==> config.mk <==
export PLATFORM = sky130hd
export DESIGN_NAME = dor_top
export DESIGN_NICKNAME = d
export VERILOG_FILES = /design/src/common/dor_pkg.sv /design/src/hw/dor_top.sv /design/src/hw/dor_route_ch.sv
export VERILOG_INCLUDE_DIRS = /design/src /design/src/common
export SDC_FILE = /design/constraint.sdc
export NUM_CORES = 1
export LEC_CHECK = 0
export ABC_AREA = 1
export BUFFER_PORTS_ARGS = -buffer_cell sky130_fd_sc_hd__clkbuf_2
export CAP_MARGIN = 20
export CORE_MARGIN = 2
export CORE_UTILIZATION = 50
export CTS_BUF_LIST = sky130_fd_sc_hd__clkbuf_16
export CTS_CLUSTER_DIAMETER = 80
export DETAILED_ROUTE_END_ITERATION = 7
export PLACE_DENSITY = 0.73
export REMOVE_ABC_BUFFERS = 1
export SETUP_SLACK_MARGIN = 0.4
export SLEW_MARGIN = 5
export SYNTH_ARGS = -nofsm -noshare
export SYNTH_HDL_FRONTEND = slang
export SYNTH_HIERARCHICAL = 1
export SYNTH_SLANG_ARGS = --single-unit
==> constraint.sdc <==
create_clock -name clock_i -period 32.6 [get_ports clock_i]
set_input_delay 9.78 -clock clock_i [delete_from_list [all_inputs] [get_ports clock_i]]
set_output_delay 9.78 -clock clock_i [all_outputs]
set_load 0.05 [all_outputs]
==> src/common/dor_defs.svh <==
// Register offsets, field positions, reset values and timing counts of the output routing block
`ifndef DOR_DEFS_SVH
`define DOR_DEFS_SVH
`define DOR_REG_CONTROL 8'h00
`define DOR_REG_UNUSED 8'h01
`define DOR_REG_POLARITY 8'h02
`define DOR_REG_MAN_EN 8'h03
`define DOR_REG_MAN_VAL 8'h04
`define DOR_REG_APPLIED 8'h05
`define DOR_REG_ROUTE_EN 8'h08
`define DOR_REG_LED 8'h09
`define DOR_REG_ROUTE_BASE 8'h10
`define DOR_OUT_BIT0 16
`define DOR_BRAKE_BIT 0
`define DOR_LED_GREEN_BIT 0
`define DOR_LED_RED_BIT 1
`define DOR_INV_BIT 7
`define DOR_ROUTE_OFF 16'hffff
`define DOR_SRC_ONE 8'h00
`define DOR_SRC_ZERO 8'h01
`define DOR_SRC_ENC_FIRST 8'h02
`define DOR_SRC_ENC_LAST 8'h08
`define DOR_SRC_POS_FIRST 8'h09
`define DOR_SRC_POS_LAST 8'h0f
`define DOR_SRC_PWM 8'h10
`define DOR_SRC_PWM_INV 8'h11
`define DOR_CLK_HZ 25000000
`define DOR_SWPWM_MAX_HZ 2000
`define DOR_OUT_MAX_HZ 500
`define DOR_SWPWM_HALF_CYC (`DOR_CLK_HZ / (2 * `DOR_SWPWM_MAX_HZ))
`define DOR_OUT_HALF_CYC (`DOR_CLK_HZ / (2 * `DOR_OUT_MAX_HZ))
`endif

==> src/common/dor_pkg.sv <==
// Types shared by the output routing block
package dor_pkg;
   typedef struct packed {
      logic wr;
      logic rd;
      logic [7:0] addr;
      logic [31:0] wdata;
   } dor_req_t;
   typedef enum logic [2:0] {
      DOR_ST_LOW = 3'b001,
      DOR_ST_HIGH = 3'b010,
      DOR_ST_HOLD = 3'b100
   } dor_pulse_st_t;
endpackage

==> src/hw/dor_top.sv <==
// Digital output stage with polarity, manual force, routing and status LEDs
`timescale 1ns/1ps
`include "dor_defs.svh"
module dor_top #(
   parameter int NUM_OUT = 2,
   parameter int SWPWM_HALF = `DOR_SWPWM_HALF_CYC,
   parameter int OUT_HALF = `DOR_OUT_HALF_CYC
) (
   input wire logic clock_i,
   input wire logic rst_i,
   input wire logic reg_wr_i,
   input wire logic reg_rd_i,
   input wire logic [7:0] reg_addr_i,
   input wire logic [31:0] reg_wdata_i,
   output logic [31:0] reg_rdata_o,
   input wire logic [31:0] enc_count_i,
   input wire logic [31:0] pos_value_i,
   input wire logic pwm_gen_i,
   output logic brake_o,
   output logic [NUM_OUT-1:0] out_o,
   output logic [NUM_OUT-1:0] out_oe_o,
   output logic swpwm_o,
   output logic led_green_o,
   output logic led_red_o
);
   dor_pkg::dor_req_t req;
   logic [31:0] control_word;
   logic [31:0] polarity;
   logic [31:0] man_en;
   logic [31:0] man_val;
   logic route_en;
   logic [1:0] led_ctl;
   logic [15:0] route_cfg [0:NUM_OUT];
   logic [31:0] applied;
   logic [31:0] enc_prev;
   logic [31:0] pos_prev;
   logic [NUM_OUT:0] route_sig;
   logic [NUM_OUT:0] pin_level;
   logic [31:0] next_rdata;
   logic [31:0] norm_val;
   logic [31:0] next_applied;
   assign req = '{wr: reg_wr_i, rd: reg_rd_i, addr: reg_addr_i, wdata: reg_wdata_i};
   // A step of exactly one in either direction counts as one increment
   wire logic [31:0] enc_diff = enc_count_i - enc_prev;
   wire logic [31:0] pos_diff = pos_value_i - pos_prev;
   wire logic enc_step = enc_diff == 32'h0000_0001 || enc_diff == 32'hffff_ffff;
   wire logic pos_step = pos_diff == 32'h0000_0001 || pos_diff == 32'hffff_ffff;
   wire logic wr_ctrl = req.wr && req.addr == `DOR_REG_CONTROL;
   wire logic wr_pol = req.wr && req.addr == `DOR_REG_POLARITY;
   wire logic wr_men = req.wr && req.addr == `DOR_REG_MAN_EN;
   wire logic wr_mval = req.wr && req.addr == `DOR_REG_MAN_VAL;
   wire logic wr_ren = req.wr && req.addr == `DOR_REG_ROUTE_EN;
   wire logic wr_led = req.wr && req.addr == `DOR_REG_LED;
   wire logic [7:0] route_idx = 8'(req.addr - `DOR_REG_ROUTE_BASE);
   // Normal path: control bit, manual override, then polarity
   always_comb begin
      for (int i = 0; i < 32; i++) begin
         norm_val[i] = man_en[i] ? man_val[i] : control_word[i];
         norm_val[i] = norm_val[i] ^ polarity[i];
      end
   end
   genvar g;
   generate
      for (g = 0; g <= NUM_OUT; g++) begin : gen_ch
         // Entry 0 feeds the soft PWM pin, entry g the output g-1
         dor_route_ch #(
            .HALF_CYC(g == 0 ? SWPWM_HALF : OUT_HALF)
         ) u_ch (
            .clock_i(clock_i),
            .rst_i(rst_i),
            .cfg_i(route_cfg[g]),
            .ctrl_i(control_word),
            .enc_step_i(enc_step),
            .pos_step_i(pos_step),
            .pwm_i(pwm_gen_i),
            .route_o(route_sig[g])
         );
         always_ff @(posedge clock_i or posedge rst_i) begin
            if (rst_i)
               route_cfg[g] <= `DOR_ROUTE_OFF;
            else if (req.wr && route_idx == 8'(g))
               route_cfg[g] <= req.wdata[15:0];
         end
         // An all-ones entry leaves the output on its normal path and holds the soft PWM pin low
         wire logic routed = route_en && route_cfg[g] != `DOR_ROUTE_OFF;
         if (g == 0) begin : gen_sw
            assign pin_level[g] = routed ? route_sig[g] : 1'b0;
         end else begin : gen_out
            assign pin_level[g] = routed ? route_sig[g] : norm_val[`DOR_OUT_BIT0 + g - 1];
         end
      end
   endgenerate
   always_comb begin
      next_applied = norm_val;
      next_applied[`DOR_BRAKE_BIT] = norm_val[`DOR_BRAKE_BIT];
      for (int i = 1; i <= NUM_OUT; i++)
         next_applied[`DOR_OUT_BIT0 + i - 1] = pin_level[i];
   end
   always_ff @(posedge clock_i or posedge rst_i) begin
      if (rst_i) begin
         control_word <= 32'h0000_0000;
         polarity <= 32'h0000_0000;
         man_en <= 32'h0000_0000;
         man_val <= 32'h0000_0000;
         route_en <= 1'b0;
         led_ctl <= 2'b00;
      end else begin
         if (wr_ctrl)
            control_word <= req.wdata;
         if (wr_pol)
            polarity <= req.wdata;
         if (wr_men)
            man_en <= req.wdata;
         if (wr_mval)
            man_val <= req.wdata;
         if (wr_ren)
            route_en <= req.wdata == 32'h0000_0001;
         if (wr_led)
            led_ctl <= req.wdata[1:0];
      end
   end
   always_ff @(posedge clock_i or posedge rst_i) begin
      if (rst_i) begin
         enc_prev <= 32'h0000_0000;
         pos_prev <= 32'h0000_0000;
      end else begin
         enc_prev <= enc_count_i;
         pos_prev <= pos_value_i;
      end
   end
   // Spurious first step after reset is possible if a count starts at one or all ones
   always_ff @(posedge clock_i or posedge rst_i) begin
      if (rst_i) begin
         applied <= 32'h0000_0000;
         brake_o <= 1'b0;
         out_o <= '0;
         out_oe_o <= '0;
         swpwm_o <= 1'b0;
         led_green_o <= 1'b0;
         led_red_o <= 1'b0;
      end else begin
         applied <= next_applied;
         brake_o <= next_applied[`DOR_BRAKE_BIT];
         out_o <= pin_level[NUM_OUT:1];
         // Open drain: sink current while the output level is low
         out_oe_o <= ~pin_level[NUM_OUT:1];
         swpwm_o <= pin_level[0];
         led_green_o <= led_ctl[`DOR_LED_GREEN_BIT];
         led_red_o <= led_ctl[`DOR_LED_RED_BIT];
      end
   end
   always_comb begin
      next_rdata = 32'h0000_0000;
      case (req.addr)
         `DOR_REG_CONTROL: next_rdata = control_word;
         `DOR_REG_POLARITY: next_rdata = polarity;
         `DOR_REG_MAN_EN: next_rdata = man_en;
         `DOR_REG_MAN_VAL: next_rdata = man_val;
         `DOR_REG_APPLIED: next_rdata = applied;
         `DOR_REG_ROUTE_EN: next_rdata = {31'h0000_0000, route_en};
         `DOR_REG_LED: next_rdata = {30'h0000_0000, led_ctl};
         default: begin
            for (int i = 0; i <= NUM_OUT; i++)
               if (route_idx == 8'(i))
                  next_rdata = {16'h0000, route_cfg[i]};
         end
      endcase
   end
   always_ff @(posedge clock_i or posedge rst_i) begin
      if (rst_i)
         reg_rdata_o <= 32'h0000_0000;
      else if (req.rd)
         reg_rdata_o <= next_rdata;
   end
endmodule

==> src/hw/dor_route_ch.sv <==
// One routing channel: source select, divider, gating and rate limit
`timescale 1ns/1ps
`include "dor_defs.svh"
module dor_route_ch #(
   parameter int HALF_CYC = 25000
) (
   input wire logic clock_i,
   input wire logic rst_i,
   input wire logic [15:0] cfg_i,
   input wire logic [31:0] ctrl_i,
   input wire logic enc_step_i,
   input wire logic pos_step_i,
   input wire logic pwm_i,
   output logic route_o
);
   localparam int CW = $clog2(HALF_CYC + 1);
   dor_pkg::dor_pulse_st_t st;
   dor_pkg::dor_pulse_st_t next_st;
   logic [6:0] div_cnt;
   logic [CW-1:0] hold_cnt;
   logic [3:0] pend;
   logic route_q;
   wire logic [7:0] src = cfg_i[15:8];
   wire logic [4:0] sel = cfg_i[4:0];
   wire logic is_enc = src >= `DOR_SRC_ENC_FIRST && src <= `DOR_SRC_ENC_LAST;
   wire logic is_pos = src >= `DOR_SRC_POS_FIRST && src <= `DOR_SRC_POS_LAST;
   wire logic [2:0] div_log = is_enc ? 3'(src - `DOR_SRC_ENC_FIRST) : 3'(src - `DOR_SRC_POS_FIRST);
   wire logic step = (is_enc & enc_step_i) | (is_pos & pos_step_i);
   wire logic [6:0] div_mask = 7'h7f >> (3'd7 - div_log);
   wire logic div_hit = step && ((div_cnt & div_mask) == div_mask);
   // Pulses arriving faster than the output can show them are queued, fifteen at most
   wire logic pulse_go = (st == dor_pkg::DOR_ST_LOW) && (pend != 4'h0) && (hold_cnt == '0);
   wire logic gate = ctrl_i[sel] ^ cfg_i[`DOR_INV_BIT];
   always_comb begin
      next_st = st;
      case (st)
         dor_pkg::DOR_ST_LOW: if (pulse_go) next_st = dor_pkg::DOR_ST_HIGH;
         dor_pkg::DOR_ST_HIGH: if (hold_cnt == '0) next_st = dor_pkg::DOR_ST_HOLD;
         dor_pkg::DOR_ST_HOLD: if (hold_cnt == '0) next_st = dor_pkg::DOR_ST_LOW;
         default: next_st = dor_pkg::DOR_ST_LOW;
      endcase
   end
   always_ff @(posedge clock_i or posedge rst_i) begin
      if (rst_i) begin
         st <= dor_pkg::DOR_ST_LOW;
         div_cnt <= 7'h00;
         hold_cnt <= '0;
         pend <= 4'h0;
      end else begin
         st <= next_st;
         if (step)
            div_cnt <= div_cnt + 7'h01;
         // Width limit keeps pulses within the output's frequency ceiling
         if (next_st != st)
            hold_cnt <= CW'(HALF_CYC - 1);
         else if (hold_cnt != '0)
            hold_cnt <= hold_cnt - CW'(1);
         if (div_hit && !pulse_go && pend != 4'hf)
            pend <= pend + 4'h1;
         else if (pulse_go && !div_hit)
            pend <= pend - 4'h1;
      end
   end
   always_comb begin
      case (src)
         `DOR_SRC_ONE: route_q = 1'b1;
         `DOR_SRC_ZERO: route_q = 1'b0;
         `DOR_SRC_PWM: route_q = pwm_i;
         `DOR_SRC_PWM_INV: route_q = ~pwm_i;
         default: route_q = (is_enc | is_pos) && st == dor_pkg::DOR_ST_HIGH;
      endcase
   end
   assign route_o = gate & route_q;
endmodule

* Word level (Yosys, flattened, before mapping)
Cells that the tools add are included.
Word-level totals: register bits 400, input bits 109, output and inout port bits 40, word-level logic and storage cells 313
Cells by class: $add $sub $neg 24, magnitude comparators 15, equal/unequal tests 43, shift operators 3, mux-type cells 75, bitwise gates (word level) 55, reduce and logical (&&, ||, !) cells 67
Operators with widths (number):
- one-hot mux 32 bit (7 select lines) | 1
- == test 32 x 1 -> 1 bit (second input constant) | 3
- == test 32 bit (second input constant) | 2
- subtractor 32 bit | 2
- 2-to-1 mux 15 bit | 4
- == test 8 x 5 -> 1 bit (second input constant) | 6
- less-or-equal comparator 8 x 4 -> 1 bit (second input constant) | 6
- inequality test 16 bit (second input constant) | 3
- zero test 8 bit | 5
- logical AND 1 bit | 39
- 2-to-1 mux 1 bit | 38
- 2-to-1 mux 3 bit | 12
- XOR 1 bit | 35
- == test 8 x 1 -> 1 bit (second input constant) | 4
- 2-to-1 mux 16 bit | 2
- 2-to-1 mux 32 bit | 1
- zero test 15 bit | 2
- nonzero test 15 bit | 2
- subtractor 15 x 1 -> 15 bit (second input constant) | 2
- one-hot mux 3 bit (3 select lines) | 3
- 2-to-1 mux 13 bit | 2
- == test 8 x 2 -> 1 bit (second input constant) | 3
- >= comparator 8 x 2 -> 1 bit (second input constant) | 3
- >= comparator 8 x 4 -> 1 bit (second input constant) | 3
- 32 further kinds | 99

* Depth between registers and ports, before layout
word-level depth 12, mapped depth 36

* By module
The synthesis kept the hierarchy.
By module, submodules not included:
- dor_top | instances 1, cells each 2569, area an instance 18494.0 um^2
- dor_route_ch at gen_ch[2].u_ch | instances 1, cells each 297, area an instance 2238.4 um^2
- dor_route_ch at gen_ch[1].u_ch | instances 1, cells each 301, area an instance 2194.6 um^2
- dor_route_ch at gen_ch[0].u_ch | instances 1, cells each 290, area an instance 2145.8 um^2

* Least setup slack after synthesis
No wires, ideal clock.
path kind input port to flip-flop, start point in pos_value_i[0], end point reg gen_ch[1].u_ch.pend[3], arrival 13.072 ns, setup slack 19.411 ns, cell stages on the path 34, cells stage by stage inv_1 > ha_1 > fa_1 > inv_1 > nand2_1 > nand2_1 > nand3_2 > nand2_2 > nand2_1 > nand2_1 > nand3_1 > nand2_1 > nand2_1 > nand2_1 > nand3_1 > nor2_1 > nand3_1 > nand2_1 > nand4_1 > o21ai_4 > nand2_1 > nand2_1 > nand2_1 > clkinv_1 > nand3_2 > ha_1 > nand2_1 > nand2_1 > a31oi_1 > inv_1 > nand2_1 > nand3_1 > nand2_1 > nand2_1
On the way: longest elaborated chain between the ends 9, elaborated cells between the ends (all ways) 13
Ends and longest elaborated chain:
- from (decl) | line dor_top.sv:17 | input wire logic [31:0] pos_value_i,
- subtractor 32 bit * | line dor_top.sv:45 | wire logic [31:0] pos_diff = pos_value_i - pos_prev;
- == test 32 x 1 -> 1 bit / == test 32 bit (equally long branches) | line dor_top.sv:47 | wire logic pos_step = pos_diff == 32'h0000_0001 || pos_diff == 32'hffff_ffff;
- logical OR 1 bit * | line dor_top.sv:47
- net pos_step | line dor_top.sv:47
- AND 1 bit * | line dor_route_ch.sv:28 | wire logic step = (is_enc & enc_step_i) | (is_pos & pos_step_i);
- bitwise OR 1 bit * | line dor_route_ch.sv:28
- logical AND 1 bit * | line dor_route_ch.sv:30 | wire logic div_hit = step && ((div_cnt & div_mask) == div_mask);
- logical AND 1 bit / zero test 1 bit (equally long branches) | line dor_route_ch.sv:58, dor_route_ch.sv:60
- logical AND 1 bit, on equally long branches | line dor_route_ch.sv:58, dor_route_ch.sv:60
- 2-to-1 mux 4 bit / nonzero test 2 bit (equally long branches)
- to (signal assigned) | line dor_route_ch.sv:59 | pend <= pend + 4'h1;
- to (signal assigned) | line dor_route_ch.sv:61 | pend <= pend - 4'h1;
- to (decl) | line dor_route_ch.sv:21 | logic [3:0] pend;
The timed path passes the listed nets; every way through them passes the cells marked *. A chain may end at the register's enable or synchronous reset.

* Worst setup path after layout
start point in enc_count_i[0], end point reg gen_ch[1].u_ch.pend[3]
On the way: longest elaborated chain between the ends 9, elaborated cells between the ends (all ways) 13
Ends and longest elaborated chain:
- from (decl) | line dor_top.sv:16 | input wire logic [31:0] enc_count_i,
- subtractor 32 bit * | line dor_top.sv:44 | wire logic [31:0] enc_diff = enc_count_i - enc_prev;
- == test 32 x 1 -> 1 bit / == test 32 bit (equally long branches) | line dor_top.sv:46 | wire logic enc_step = enc_diff == 32'h0000_0001 || enc_diff == 32'hffff_ffff;
- logical OR 1 bit * | line dor_top.sv:46
- net enc_step | line dor_top.sv:46
- AND 1 bit * | line dor_route_ch.sv:28
- bitwise OR 1 bit * | line dor_route_ch.sv:28
- logical AND 1 bit * | line dor_route_ch.sv:30
- logical AND 1 bit / zero test 1 bit (equally long branches) | line dor_route_ch.sv:58, dor_route_ch.sv:60
- logical AND 1 bit, on equally long branches | line dor_route_ch.sv:58, dor_route_ch.sv:60
- 2-to-1 mux 4 bit / nonzero test 2 bit (equally long branches)
Marked as above.

==> out/qor.yml <==
status: "completed"
critPathMaxFanout: 7
htree_num_levels: 2
fin_setup_tns_ps: 0
critPathArrivalTime_ps: 13910
finalPower_w: 0.00124
cp-end-kind: "flop"
drc: 0
stdcell_area_mm2: 0.0280
ctsHoldBuffers: 0
routabilityCongestion: 0.962
clk_pin_slew_worst_paths_ps: 60
drt_iter0_markers: 2035
ys_types: 70
antenna_found_initial: 1
synth-main-ff-cell: "dfrtp_1"
hold_ws_ps: 427
cts_buffers: 46
slew_headroom_pct: 29.0
start_kind: "primary input"
seq_area_frac_synth_pct: 39.9
switching_power_w: 0.000366
rsz0062_at_grt: "no"
met3_usage_pct: 4.49
finalMaxSlewViolations: 0
combPwrFrac_pct: 16.0
clk_latency_ps: 600
place_area_mm2: 0.0265
routed_wl_mm: 67.3
fin_crit_sh_pct: 41.2
fmax_ghz: 0.0744
ant_nets: 0
pre_cts_ws_ps: 18600
hold_viol_final: 0
nNetsFinal: 3808
min_path_type: "flop to flop"
via_per_inst: 5.31
grt_pass1_wl_mm: 110
die_w_um: 228
intPower_w: 0.000876
met2_usage_pct: 41.1
finalClockSkew_ps: 25.2
crit_start: "enc_count_i[0]"
top_register: "route_cfg"
reg2regPathDepth: 31
synthesis.area_mm2: 0.0251
dr_total_vias: 22906
final_cell_mix: "1044 x nand2_1, 485 x inv_1, 346 x dfrtp_1"
reg_top3: "route_cfg x48, gen_ch.u_ch/hold_cnt x43"
row_count: 82
reg2reg_to: "gen_ch[0].u_ch/pend[3]$_DFFE_PP0P_"
synth_edf_count: 0
die_h_um: 228
seqPwrFrac_pct: 43.0
setup_ws_ps: 19160
rr_startpoint: "pos_prev[0]$_DFF_PP0_"
rrSetupSlack_ps: 28110
gr-total-overflow: 0
track_usage_pct: 26.0
power_leakage_nw: 14.5
cts_resized: 0
largest_reg_flops: 48
cts.path.max_buffers: 3
cts.sinks: 397
initial_core_util_pct: 50.3
worst_pin_slew_ps: 1060
dr.pass1.iters: 6
hpwlAfterDp_mm: 48.9
period_needed_ps: 13440
ir_worst_vdd_v: 0.0000447
netlist_instances: 3457
critPathMaxStageDelay_ps: 400
cts_root_buffer: "clkbuf_16"
busiest_layer: "met2"
io_pins: 149
finalSetupViolCount: 0
routedWlPerCell_um: 15.6
die-area_mm2: 0.0520
path_class: "primary input to flop"
grt_util_met1_pct: 35.8
grt_pass1_vias: 21620
cts_tree: "yes"
swShare_pct: 29.5
drive_gt1_share_pct: 12.0
antenna_cells: 0
syn_to_final_growth_pct: 11.9
crit_slowest_cell: "fa_1"
fp.coreArea_mm2: 0.0499
io_buffers: 148
clkPwrFrac_pct: 41.0
grt_max_degree: 108
layout_commonest_cell: "nand2_1"
cap_violations: 0
ys_ff_latch: 397
avgSynthCellArea_um2: 7.25
yosysWarnings: 6
powerDensity_mw_per_mm2: 44.3
async_flop_share_pct: 100
worstPathRequired_ps: 33070
endpoint: "gen_ch[1].u_ch/pend[3]$_DFFE_PP0P_"
postCtsSetupRepairBufs: 0
crit_top_cell: "nand2_1"
worst min path at each step:
stage	start	endpoint	cells past startpoint
after floorplan	led_ctl[0]$_DFFE_PP0P_	led_green_o$_DFF_PP0_	0
after global placement	led_ctl[1]$_DFFE_PP0P_	led_red_o$_DFF_PP0_	0
after detailed placement	led_ctl[1]$_DFFE_PP0P_	led_red_o$_DFF_PP0_	0
after CTS	led_ctl[1]$_DFFE_PP0P_	led_red_o$_DFF_PP0_	0
after global routing	led_ctl[0]$_DFFE_PP0P_	led_green_o$_DFF_PP0_	0
final	led_ctl[1]$_DFFE_PP0P_	led_red_o$_DFF_PP0_	0
routing by layer:
layer  routed length (µm)  share of wire, %  up-vias
li1                     -                 -    11424
met1                30300                45    10607
met2                29800                44      742
met3                 4860               7.2      131
met4                 2340               3.5        2
met5                   13             0.019        -
cells in the mapped netlist (31+ instances only):
cell type  instances  area share (%)
nand2_1         1047              16
inv_1            479             7.2
dfrtp_1          346              35
o21ai_0          299             6.0
nor2_1           273             4.1
nand3_1          240             4.8
ha_1              91             4.5
xor2_1            67             2.3
a21oi_1           62             1.2
dfstp_2           51             5.3
clkbuf_1          49            0.73
nand4_1           49             1.2
nand2_2           42             1.0
inv_2             31            0.46
final cells by class:
type,instances,area (µm²)
inverters,518,1960
well taps,672,841
multi-input cells,2474,12800
clock buffers,49,1230
fillers,4754,21800
flip-flops and latches,397,10000
repair buffers,166,921
clock inverters,37,258
power by group through the flow:
stage | clock network (W) | logic [W] | registers (W)
after floorplan | 0 | 0.000141 | 0.000540
after global placement | 0 | 0.000193 | 0.000541
after detailed placement | 0 | 0.000196 | 0.000541
after CTS | 0.000518 | 0.000197 | 0.000533
after global routing | 0.000539 | 0.000226 | 0.000536
final | 0.000509 | 0.000199 | 0.000534
cell families (layout without fill, tap and decap cells):
kind of cell	count (synthesis)	in the layout	share of synthesized area, %
XOR/XNOR	93	93	3.25
adder cells (fa/ha/maj)	96	96	4.94
AND/OR/NAND/NOR	1764	1764	30.5
flip-flops	397	397	39.9
multiplexers	9	9	0.374
buffers and inverters	586	770	8.95
AO/OA/AOI/OAI	512	512	12.1
critical path, delay by kind of cell:
family                   cells  cell delay [ps]
adder cells (fa/ha/maj)      3              960
AND/OR/NAND/NOR             24             2190
AO/OA/AOI/OAI                2              430
buffers and inverters        6              540
stage by stage:
step | cells | utilization, %
after floorplan | 3389 | -
after global placement | 4224 | 53.1
after detailed placement | 4224 | 53.1
after CTS | 4310 | 56.1
after global routing | 4313 | 56.2
final | 4313 | 56.2
Power figures use the tool's default switching activity.
